==> src/verilog/vcofc_cfg.svh <==
// register map, field positions, reset values and down-sampling rates of the voltage output filter control
//
// Notes on behaviour
// - output-control bit 4 masks the data-ready interrupt
// - output-control bits 3:2 pick the output stage
// - filter-control bit 7 picks FIR or mean
// - filter-control bits 6:3 set mean sample count
// - indices 0x19 to 0x2C ignore every write
// - decimation-control bits 4:1 set second-stage ratio
// - decimation-control bit 7 picks first-stage rate
`ifndef VCOFC_CFG_SVH
`define VCOFC_CFG_SVH

// ****************************************
// register indices (byte address = 4 * index)
// ****************************************
`define VCOFC_IDX_DECIM     8'h45
`define VCOFC_IDX_OUTSEL    8'h46
`define VCOFC_IDX_FINAL     8'h47
`define VCOFC_IDX_RO_LO     8'h19
`define VCOFC_IDX_RO_HI     8'h2C
`define VCOFC_IDX_WORD_LO   8'h19
`define VCOFC_IDX_WORD_HI   8'h1A
`define VCOFC_IDX_IRQ_STAT  8'h60
`define VCOFC_IDX_IRQ_EN    8'h61

// ****************************************
// reset values and writable-bit masks
// ****************************************
`define VCOFC_RST_DECIM     8'h45
`define VCOFC_RST_OUTSEL    8'h04
`define VCOFC_RST_FINAL     8'h00
`define VCOFC_WMASK_DECIM   8'hFF
`define VCOFC_WMASK_OUTSEL  8'h1C
`define VCOFC_WMASK_FINAL   8'hF8

// ****************************************
// field positions
// ****************************************
`define VCOFC_DRDY_MASK_BIT 4
`define VCOFC_SRC_MSB       3
`define VCOFC_SRC_LSB       2
`define VCOFC_MEAN_SEL_BIT  7
`define VCOFC_MEAN_CNT_MSB  6
`define VCOFC_MEAN_CNT_LSB  3
`define VCOFC_RATE_BIT      7
`define VCOFC_CHOP_MSB      6
`define VCOFC_CHOP_LSB      5
`define VCOFC_SECOND_COMB_INTEGRATOR_STAGE_MSB      4
`define VCOFC_SECOND_COMB_INTEGRATOR_STAGE_LSB      1
`define VCOFC_SAT_MASK_BIT  0

// ****************************************
// first-stage down-sampling rates
// ****************************************
`define VCOFC_DSR_LOW       8'h40
`define VCOFC_DSR_HIGH      8'h80

`endif

==> src/verilog/vcofc_pkg.sv <==
// types shared by the voltage output filter control block
`default_nettype none
package vcofc_pkg;

  // output stage codes
  typedef enum logic [1:0] {
    VCOFC_SRC_FINAL  = 2'h0,
    VCOFC_SRC_SECOND_COMB_INTEGRATOR_STAGE   = 2'h1,
    VCOFC_SRC_DECHOP = 2'h2,
    VCOFC_SRC_CIC1   = 2'h3
  } vcofc_src_t;

  // one sample of each stage of the chain
  typedef struct packed {
    logic [15:0] fir;
    logic [15:0] second_comb_integrator_stage;
    logic [15:0] dechop;
    logic [15:0] cic1;
  } vcofc_stage_t;

  // decoded settings driven to the filter chain
  typedef struct packed {
    logic [7:0]  cic1_ratio;
    logic [15:0] second_comb_integrator_stage_ratio;
    logic [1:0]  chop_div;
    logic        sat_mask;
  } vcofc_chain_t;

endpackage
`default_nettype wire

==> src/verilog/vcofc_top.sv <==
// ahb-lite register slave, output stage selection and running mean of the voltage channel
`timescale 1ns/1ps
`default_nettype none
`include "vcofc_cfg.svh"

module vcofc_top (
  input  wire logic                  hclk,
  input  wire logic                  hresetn,
  input  wire logic                  hsel,
  input  wire logic [31:0]           haddr,
  input  wire logic [1:0]            htrans,
  input  wire logic                  hwrite,
  input  wire logic [2:0]            hsize,
  input  wire logic [31:0]           hwdata,
  input  wire logic                  hready,
  output logic      [31:0]           hrdata,
  output logic                       hreadyout,
  output logic                       hresp,
  input  wire vcofc_pkg::vcofc_stage_t stage_in,
  input  wire logic                  stage_valid,
  output logic      [15:0]           out_word,
  output logic                       out_valid,
  output vcofc_pkg::vcofc_chain_t    chain_cfg,
  output logic                       irq
);

  // ****************************************
  // bus slave
  // ****************************************
  logic        dp_wr, next_dp_wr;          // write data phase pending
  logic [7:0]  dp_idx, next_dp_idx;        // register index of data phase
  logic [31:0] rdata, next_rdata;          // registered read data
  logic [7:0]  r_decim, next_r_decim;      // decimation control
  logic [7:0]  r_outsel, next_r_outsel;    // output select control
  logic [7:0]  r_final, next_r_final;      // final filter control
  logic        irq_stat, next_irq_stat;    // sticky data-ready status
  logic        irq_en, next_irq_en;        // interrupt enable
  logic        addr_ok;                    // valid address phase
  logic [7:0]  a_idx;                      // index of address phase

  assign addr_ok   = hsel && hready && htrans[1];
  assign a_idx     = haddr[9:2];
  assign hreadyout = 1'b1;
  assign hresp     = 1'b0;
  assign hrdata    = rdata;

  // next register and bus values
  always_comb begin
    next_dp_wr    = addr_ok && hwrite;
    next_dp_idx   = addr_ok ? a_idx : dp_idx;
    next_rdata    = rdata;
    next_r_decim  = r_decim;
    next_r_outsel = r_outsel;
    next_r_final  = r_final;
    next_irq_en   = irq_en;
    // set beats the write-one clear
    next_irq_stat = irq_stat;
    // write data phase; read-only window and reserved bits untouched
    if (dp_wr) begin
      if (dp_idx >= `VCOFC_IDX_RO_LO && dp_idx <= `VCOFC_IDX_RO_HI) begin
        next_r_decim = r_decim;
      end else if (dp_idx == `VCOFC_IDX_DECIM) begin
        next_r_decim = hwdata[7:0] & `VCOFC_WMASK_DECIM;
      end else if (dp_idx == `VCOFC_IDX_OUTSEL) begin
        next_r_outsel = hwdata[7:0] & `VCOFC_WMASK_OUTSEL;
      end else if (dp_idx == `VCOFC_IDX_FINAL) begin
        next_r_final = hwdata[7:0] & `VCOFC_WMASK_FINAL;
      end else if (dp_idx == `VCOFC_IDX_IRQ_STAT) begin
        if (hwdata[0]) begin
          next_irq_stat = 1'b0;
        end
      end else if (dp_idx == `VCOFC_IDX_IRQ_EN) begin
        next_irq_en = hwdata[0];
      end
    end
    if (out_valid) begin
      next_irq_stat = 1'b1;
    end
    // read data captured at the address phase
    if (addr_ok && !hwrite) begin
      if (a_idx == `VCOFC_IDX_DECIM) begin
        next_rdata = {24'h00_0000, r_decim};
      end else if (a_idx == `VCOFC_IDX_OUTSEL) begin
        next_rdata = {24'h00_0000, r_outsel};
      end else if (a_idx == `VCOFC_IDX_FINAL) begin
        next_rdata = {24'h00_0000, r_final};
      end else if (a_idx == `VCOFC_IDX_WORD_LO) begin
        next_rdata = {24'h00_0000, out_word[7:0]};
      end else if (a_idx == `VCOFC_IDX_WORD_HI) begin
        next_rdata = {24'h00_0000, out_word[15:8]};
      end else if (a_idx == `VCOFC_IDX_IRQ_STAT) begin
        next_rdata = {31'h0000_0000, irq_stat};
      end else if (a_idx == `VCOFC_IDX_IRQ_EN) begin
        next_rdata = {31'h0000_0000, irq_en};
      end else begin
        next_rdata = 32'h0000_0000;
      end
    end
  end

  // register bus state
  always_ff @(posedge hclk or negedge hresetn) begin
    if (!hresetn) begin
      dp_wr    <= 1'b0;
      dp_idx   <= 8'h00;
      rdata    <= 32'h0000_0000;
      r_decim  <= `VCOFC_RST_DECIM;
      r_outsel <= `VCOFC_RST_OUTSEL;
      r_final  <= `VCOFC_RST_FINAL;
      irq_stat <= 1'b0;
      irq_en   <= 1'b0;
    end else begin
      dp_wr    <= next_dp_wr;
      dp_idx   <= next_dp_idx;
      rdata    <= next_rdata;
      r_decim  <= next_r_decim;
      r_outsel <= next_r_outsel;
      r_final  <= next_r_final;
      irq_stat <= next_irq_stat;
      irq_en   <= next_irq_en;
    end
  end

  // ****************************************
  // chain settings
  // ****************************************
  logic [3:0] second_comb_integrator_stage_code;  // second-stage ratio code
  assign second_comb_integrator_stage_code = r_decim[`VCOFC_SECOND_COMB_INTEGRATOR_STAGE_MSB:`VCOFC_SECOND_COMB_INTEGRATOR_STAGE_LSB];
  // decoded chain settings; one process drives the whole struct
  always_comb begin
    chain_cfg.cic1_ratio = r_decim[`VCOFC_RATE_BIT] ? `VCOFC_DSR_HIGH
                                                    : `VCOFC_DSR_LOW;
    chain_cfg.second_comb_integrator_stage_ratio = 16'h0001 << second_comb_integrator_stage_code;
    chain_cfg.chop_div   = r_decim[`VCOFC_CHOP_MSB:`VCOFC_CHOP_LSB];
    chain_cfg.sat_mask   = r_decim[`VCOFC_SAT_MASK_BIT];
  end

  // ****************************************
  // running mean filter
  // ****************************************
  logic [3:0]  mean_code;           // mean sample count code
  logic [2:0]  mean_shift;          // number of set bits in mean_code, used as shift
  logic [19:0] acc, next_acc;       // sample accumulator
  logic [3:0]  cnt, next_cnt;       // samples taken so far
  logic [15:0] mean, next_mean;     // last mean
  logic        mean_v, next_mean_v; // mean ready pulse
  logic [19:0] sum;                 // accumulator plus new sample

  assign mean_code  = r_final[`VCOFC_MEAN_CNT_MSB:`VCOFC_MEAN_CNT_LSB];
  assign mean_shift = 3'(mean_code[0]) + 3'(mean_code[1]) + 3'(mean_code[2])
                    + 3'(mean_code[3]);
  assign sum        = acc + {{4{stage_in.fir[15]}}, stage_in.fir};

  // accumulate a block, then shift down
  always_comb begin
    next_acc    = acc;
    next_cnt    = cnt;
    next_mean   = mean;
    next_mean_v = 1'b0;
    if (stage_valid) begin
      if (mean_code == 4'h0) begin
        next_mean   = stage_in.fir;
        next_mean_v = 1'b1;
      end else if (cnt == mean_code) begin
        next_mean   = 16'($signed(sum) >>> mean_shift);
        next_mean_v = 1'b1;
        next_acc    = 20'h0_0000;
        next_cnt    = 4'h0;
      end else begin
        next_acc = sum;
        next_cnt = cnt + 4'h1;
      end
    end
  end

  // mean filter state
  always_ff @(posedge hclk or negedge hresetn) begin
    if (!hresetn) begin
      acc    <= 20'h0_0000;
      cnt    <= 4'h0;
      mean   <= 16'h0000;
      mean_v <= 1'b0;
    end else begin
      acc    <= next_acc;
      cnt    <= next_cnt;
      mean   <= next_mean;
      mean_v <= next_mean_v;
    end
  end

  // ****************************************
  // output word and interrupt
  // ****************************************
  vcofc_pkg::vcofc_src_t src;        // selected stage
  logic        use_mean;             // mean filter chosen
  logic [15:0] next_out_word;
  logic        next_out_valid;

  assign src      = vcofc_pkg::vcofc_src_t'(r_outsel[`VCOFC_SRC_MSB:`VCOFC_SRC_LSB]);
  assign use_mean = r_final[`VCOFC_MEAN_SEL_BIT];

  // stage multiplexer
  always_comb begin
    next_out_word  = out_word;
    next_out_valid = 1'b0;
    case (src)
      vcofc_pkg::VCOFC_SRC_FINAL: begin
        if (use_mean) begin
          next_out_valid = mean_v;
          next_out_word  = mean_v ? mean : out_word;
        end else begin
          next_out_valid = stage_valid;
          next_out_word  = stage_valid ? stage_in.fir : out_word;
        end
      end
      vcofc_pkg::VCOFC_SRC_SECOND_COMB_INTEGRATOR_STAGE: begin
        next_out_valid = stage_valid;
        next_out_word  = stage_valid ? stage_in.second_comb_integrator_stage : out_word;
      end
      vcofc_pkg::VCOFC_SRC_DECHOP: begin
        next_out_valid = stage_valid;
        next_out_word  = stage_valid ? stage_in.dechop : out_word;
      end
      default: begin
        next_out_valid = stage_valid;
        next_out_word  = stage_valid ? stage_in.cic1 : out_word;
      end
    endcase
  end

  // output registers
  always_ff @(posedge hclk or negedge hresetn) begin
    if (!hresetn) begin
      out_word  <= 16'h0000;
      out_valid <= 1'b0;
    end else begin
      out_word  <= next_out_word;
      out_valid <= next_out_valid;
    end
  end

  // level interrupt, gated by the data-ready mask
  assign irq = irq_stat && irq_en && !r_outsel[`VCOFC_DRDY_MASK_BIT];
endmodule
`default_nettype wire

==> config.mk <==
export PLATFORM = sky130hd
export DESIGN_NAME = vcofc_top
export DESIGN_NICKNAME = d
export VERILOG_FILES = /design/src/verilog/vcofc_pkg.sv /design/src/verilog/vcofc_top.sv
export VERILOG_INCLUDE_DIRS = /design/src /design/src/verilog
export SDC_FILE = /design/constraint.sdc
export NUM_CORES = 1
export LEC_CHECK = 0
export ABC_AREA = 1
export BUFFER_PORTS_ARGS = -buffer_cell sky130_fd_sc_hd__buf_2
export CORE_ASPECT_RATIO = 0.8
export CORE_MARGIN = 10
export CORE_UTILIZATION = 30
export CTS_CLUSTER_SIZE = 8
export DETAILED_ROUTE_END_ITERATION = 8
export HOLD_SLACK_MARGIN = 0.1
export MAX_ROUTING_LAYER = met4
export SKIP_CTS_REPAIR_TIMING = 1
export SYNTH_ARGS = -nofsm -noshare
export SYNTH_HDL_FRONTEND = slang
export SYNTH_SLANG_ARGS = --single-unit
==> constraint.sdc <==
create_clock -name hclk -period 2.98 [get_ports hclk]
set_input_delay 0.447 -clock hclk [delete_from_list [all_inputs] [get_ports hclk]]
set_output_delay 0.447 -clock hclk [all_outputs]
set_load 0.02 [all_outputs]
==> impl_metrics.toml <==
[outcome]
outcome = "finished clean"

[synthesis]
synth-simple-area-share_pct = 35.0
ys_top_cells_by_area = "dfrtp_1 (31%), nand2_1 (15%), nand3_1 (9.5%)"
synth_compound_area_share_pct = 13.5
synthesized_area_mm2 = 0.00708
synth-xor-area-share_pct = 1.48
synthesis.yosys.warnings = 0
synth-edff-count = 0
synth_top_cell_by_area = "dfrtp_1"
synth_fa_ha_area_share_pct = 4.63
post_synth_mux_area_share_pct = 0
top_cell_type_s_share_of_synthesized_area_pct = 31.5
yosys_cell_types = 45
synth_top_flop_cell = "dfrtp_1"
synth-seq-area-share_pct = 33.0
synth.avg_cell_area_um2 = 6.70
gate_count_after_technology_mapping = 1057
ys_seq_elements = 93
synth_top_family_by_area = "simple AND/OR/NAND/NOR gates"
postSynth.asyncResetShare_pct = 100

[pwr]
p_int_mw = 3.33
irDropWorstVdd_mv = 0.298
switchingPower_mw = 2.98
leakage_dissipation_nw = 4.41
clock_power_share_pct = 19.4
share_comb_of_total_power_pct = 52.0
p_sw_share_pct = 47.3
p_seq_share_pct = 28.6
pwr_density_cell_mw_per_mm2 = 760

[die]
ioPinCount = 218
core_area_mm2 = 0.0233
die_area_mm2 = 0.0302
initial_core_util_pct = 30.3
fp.dieW_um = 192
die_h_um = 157
num_rows = 50

[cells_and_area]
drive_above_1_share_pct = 16.8
final_area_mm2 = 0.00830
fillers = 2528
layout_commonest_cell = "nand2_1"
final_cell_mix = "nand2_1 (283), nand3_1 (135), buf_2 (132)"
finalNonFillerCells = 1498
area_delta_synth_final_pct = 17.2
final_nets = 1341

[timing]
headroom_to_the_max_slew_limit_pct = 37.8
final_critical_path_setup_slack_ps = 445
finalWorstPathRequiredPeriod_ps = 2530
slew_violations = 0
unrepaired_setup_endpoints_after_global_routing = "false"
report.final.setup_viol = 0
worst_pin_slew_ps = 929
final-hold-violation-count = 0
fin_setup_tns_ps = 0
final.period_utilization_pct = 85.1
fin_skew_ps = 15.6
max_freq_mhz = 394

[route]
vias = 7291
ant_nets = 0
violation_count_after_the_first_detailed_routing_iteration = 656
post_drt_wl_per_cell_um = 16.3
drt-vias-per-instance = 4.87
remaining_drc_errors = 0
routed_wl_um = 24400
detail_route.first_pass.iterations = 5

[clock_network]
largest_buffer_count_on_any_clock_path = 2
clock_sink_count = 93
cts_buffers = 9
cts_tree = "built"
worstSkewPairLatency_ps = 360
ctsHtreeMaxLevel = 3
cts_root_buf = "clkbuf_16"
clk_pin_slew_ps = 90

[setup_path]
worst-path-max-fanout = 11
ff2ff_setup_slack_ps = 450
worstSetupStartpointType = "register"
crit_top_cell = "nand2_1"
crit_cells = 11
timing.setup.critical_path_class = "register to register"
ff2ff_path_depth = 11
critPathSlowestCell = "fa_1"
cp_cell_sequence = "fa_1 > ha_1 > ha_1 > clkinv_1 > buf_4 > nand2_1 > nand3_1 > nand2_1 > nand2_1 > nand2_1 > nand2_1"
timing.critical_path.required_ps = 3230
cpLargestDelayFamily = "adder cells"
cp-end-kind = "register"
cp_num_buf_inv = 2
biggest_cell_delay_along_the_critical_path_ps = 510
worst-endpoint-arrival_ps = 2780

[global_route]
pin_count_of_the_biggest_net_entering_global_routing = 51
grt_first_pass_wirelength_um = 37700
antenna_found_initial = 4
grt_util_all_layers_pct = 16.2
grt_overflow = 0
vias_in_the_first_global_route = 6628

[min_path]
hold_wc_path_type = "primary input to async pin"

[placement]
place.detailed.instances = 1478
numPortBuffers = 133
placedInstanceArea_mm2 = 0.00797
dpl_ws_ps = 303
routabilityCongestion = 0.968
dp_hpwl_um = 19700

[flow_run]
drv_cap = 0
==> state kept, by name, indices dropped and copies added (netlist names) <==
register and cells:
acc 20, cnt 4, dp_idx 8, dp_wr 1, hrdata 8, irq_en 1
irq_stat 1, mean 16, mean_v 1, out_valid 1, out_word 16, r_decim 8
r_final 5, r_outsel 3
==> metal layers <==
layer	part of all wire, %	vias up	track usage [%]
met2	44	207	23.6
met4	1.1	0	2.86
met5	0	-	-
met3	6.8	23	3.07
li1	-	3675	-
met1	49	3386	23.0
==> synth_stat cells, drive strengths merged, types with 8 or more instances <==
| cell | instances |
|---|---|
| o211ai | 17 |
| inv | 114 |
| a21oi | 30 |
| buf | 50 |
| o22ai | 15 |
| nand3 | 140 |
| nor4 | 8 |
| nor2 | 109 |
| nand4 | 8 |
| nor3 | 9 |
| clkbuf | 23 |
| dfrtp | 89 |
| o21ai | 79 |
| nand2 | 288 |
| ha | 23 |
==> cells by family after synthesis <==
group,Yosys count
xor+xnor,12
buf+inv,190
compound gates,163
flops,93
simple gates,572
other cells,2
fa+ha+maj,25
==> worst reg2reg max path, stage by stage (launching register included) <==
cell      delay (ps)
dfrtp_1          500
fa_1             510
ha_1             190
ha_1             290
clkinv_1         220
buf_4            260
nand2_1          100
nand3_1           90
nand2_1           90
nand2_1           50
nand2_1           70
nand2_1           60
==> layout make-up <==
cell class	count	area, um^2	area share [%]
multi-input combinational	804	3990	48.0
sequential	93	2330	28.1
timing repair buffer	152	823	9.92
inverter	117	439	5.29
tap	312	390	4.70
clock buffer	9	225	2.71
clock inverter	7	91.3	1.10
antenna	4	10.0	0.121
==> path summary, 6_finish.rpt <==
check | startpoint | end
worst max-delay path | r_final[3] | mean[14]
worst min-delay path | hresetn | dp_idx[7]
worst max register to register | r_final[3] | mean[14]
worst min register to register | mean[15] | mean[15]
max in group asynchronous | hresetn | r_decim[2]
min in group hclk | hwdata[6] | r_decim[6]
==> stage by stage <==
step	hold slack [ps]	total power, mW	utilization (%)
floorplan	151	4.25	-
global route	164	6.86	35.6
global placement	466	5.04	34.2
detailed placement	467	5.06	34.2
CTS	153	6.30	35.5
finish	118	6.30	35.6
==> power by group through the flow <==
stage / registers (mW) / logic (mW) / clock network [mW]
after global routing: 1.85 / 3.73 / 1.28
after CTS: 1.80 / 3.25 / 1.24
after detailed placement: 1.82 / 3.24 / 0
final: 1.80 / 3.28 / 1.22
after floorplan: 1.82 / 2.43 / 0
after global placement: 1.82 / 3.22 / 0
No activity file was read; power rests on OpenSTA's default activity.
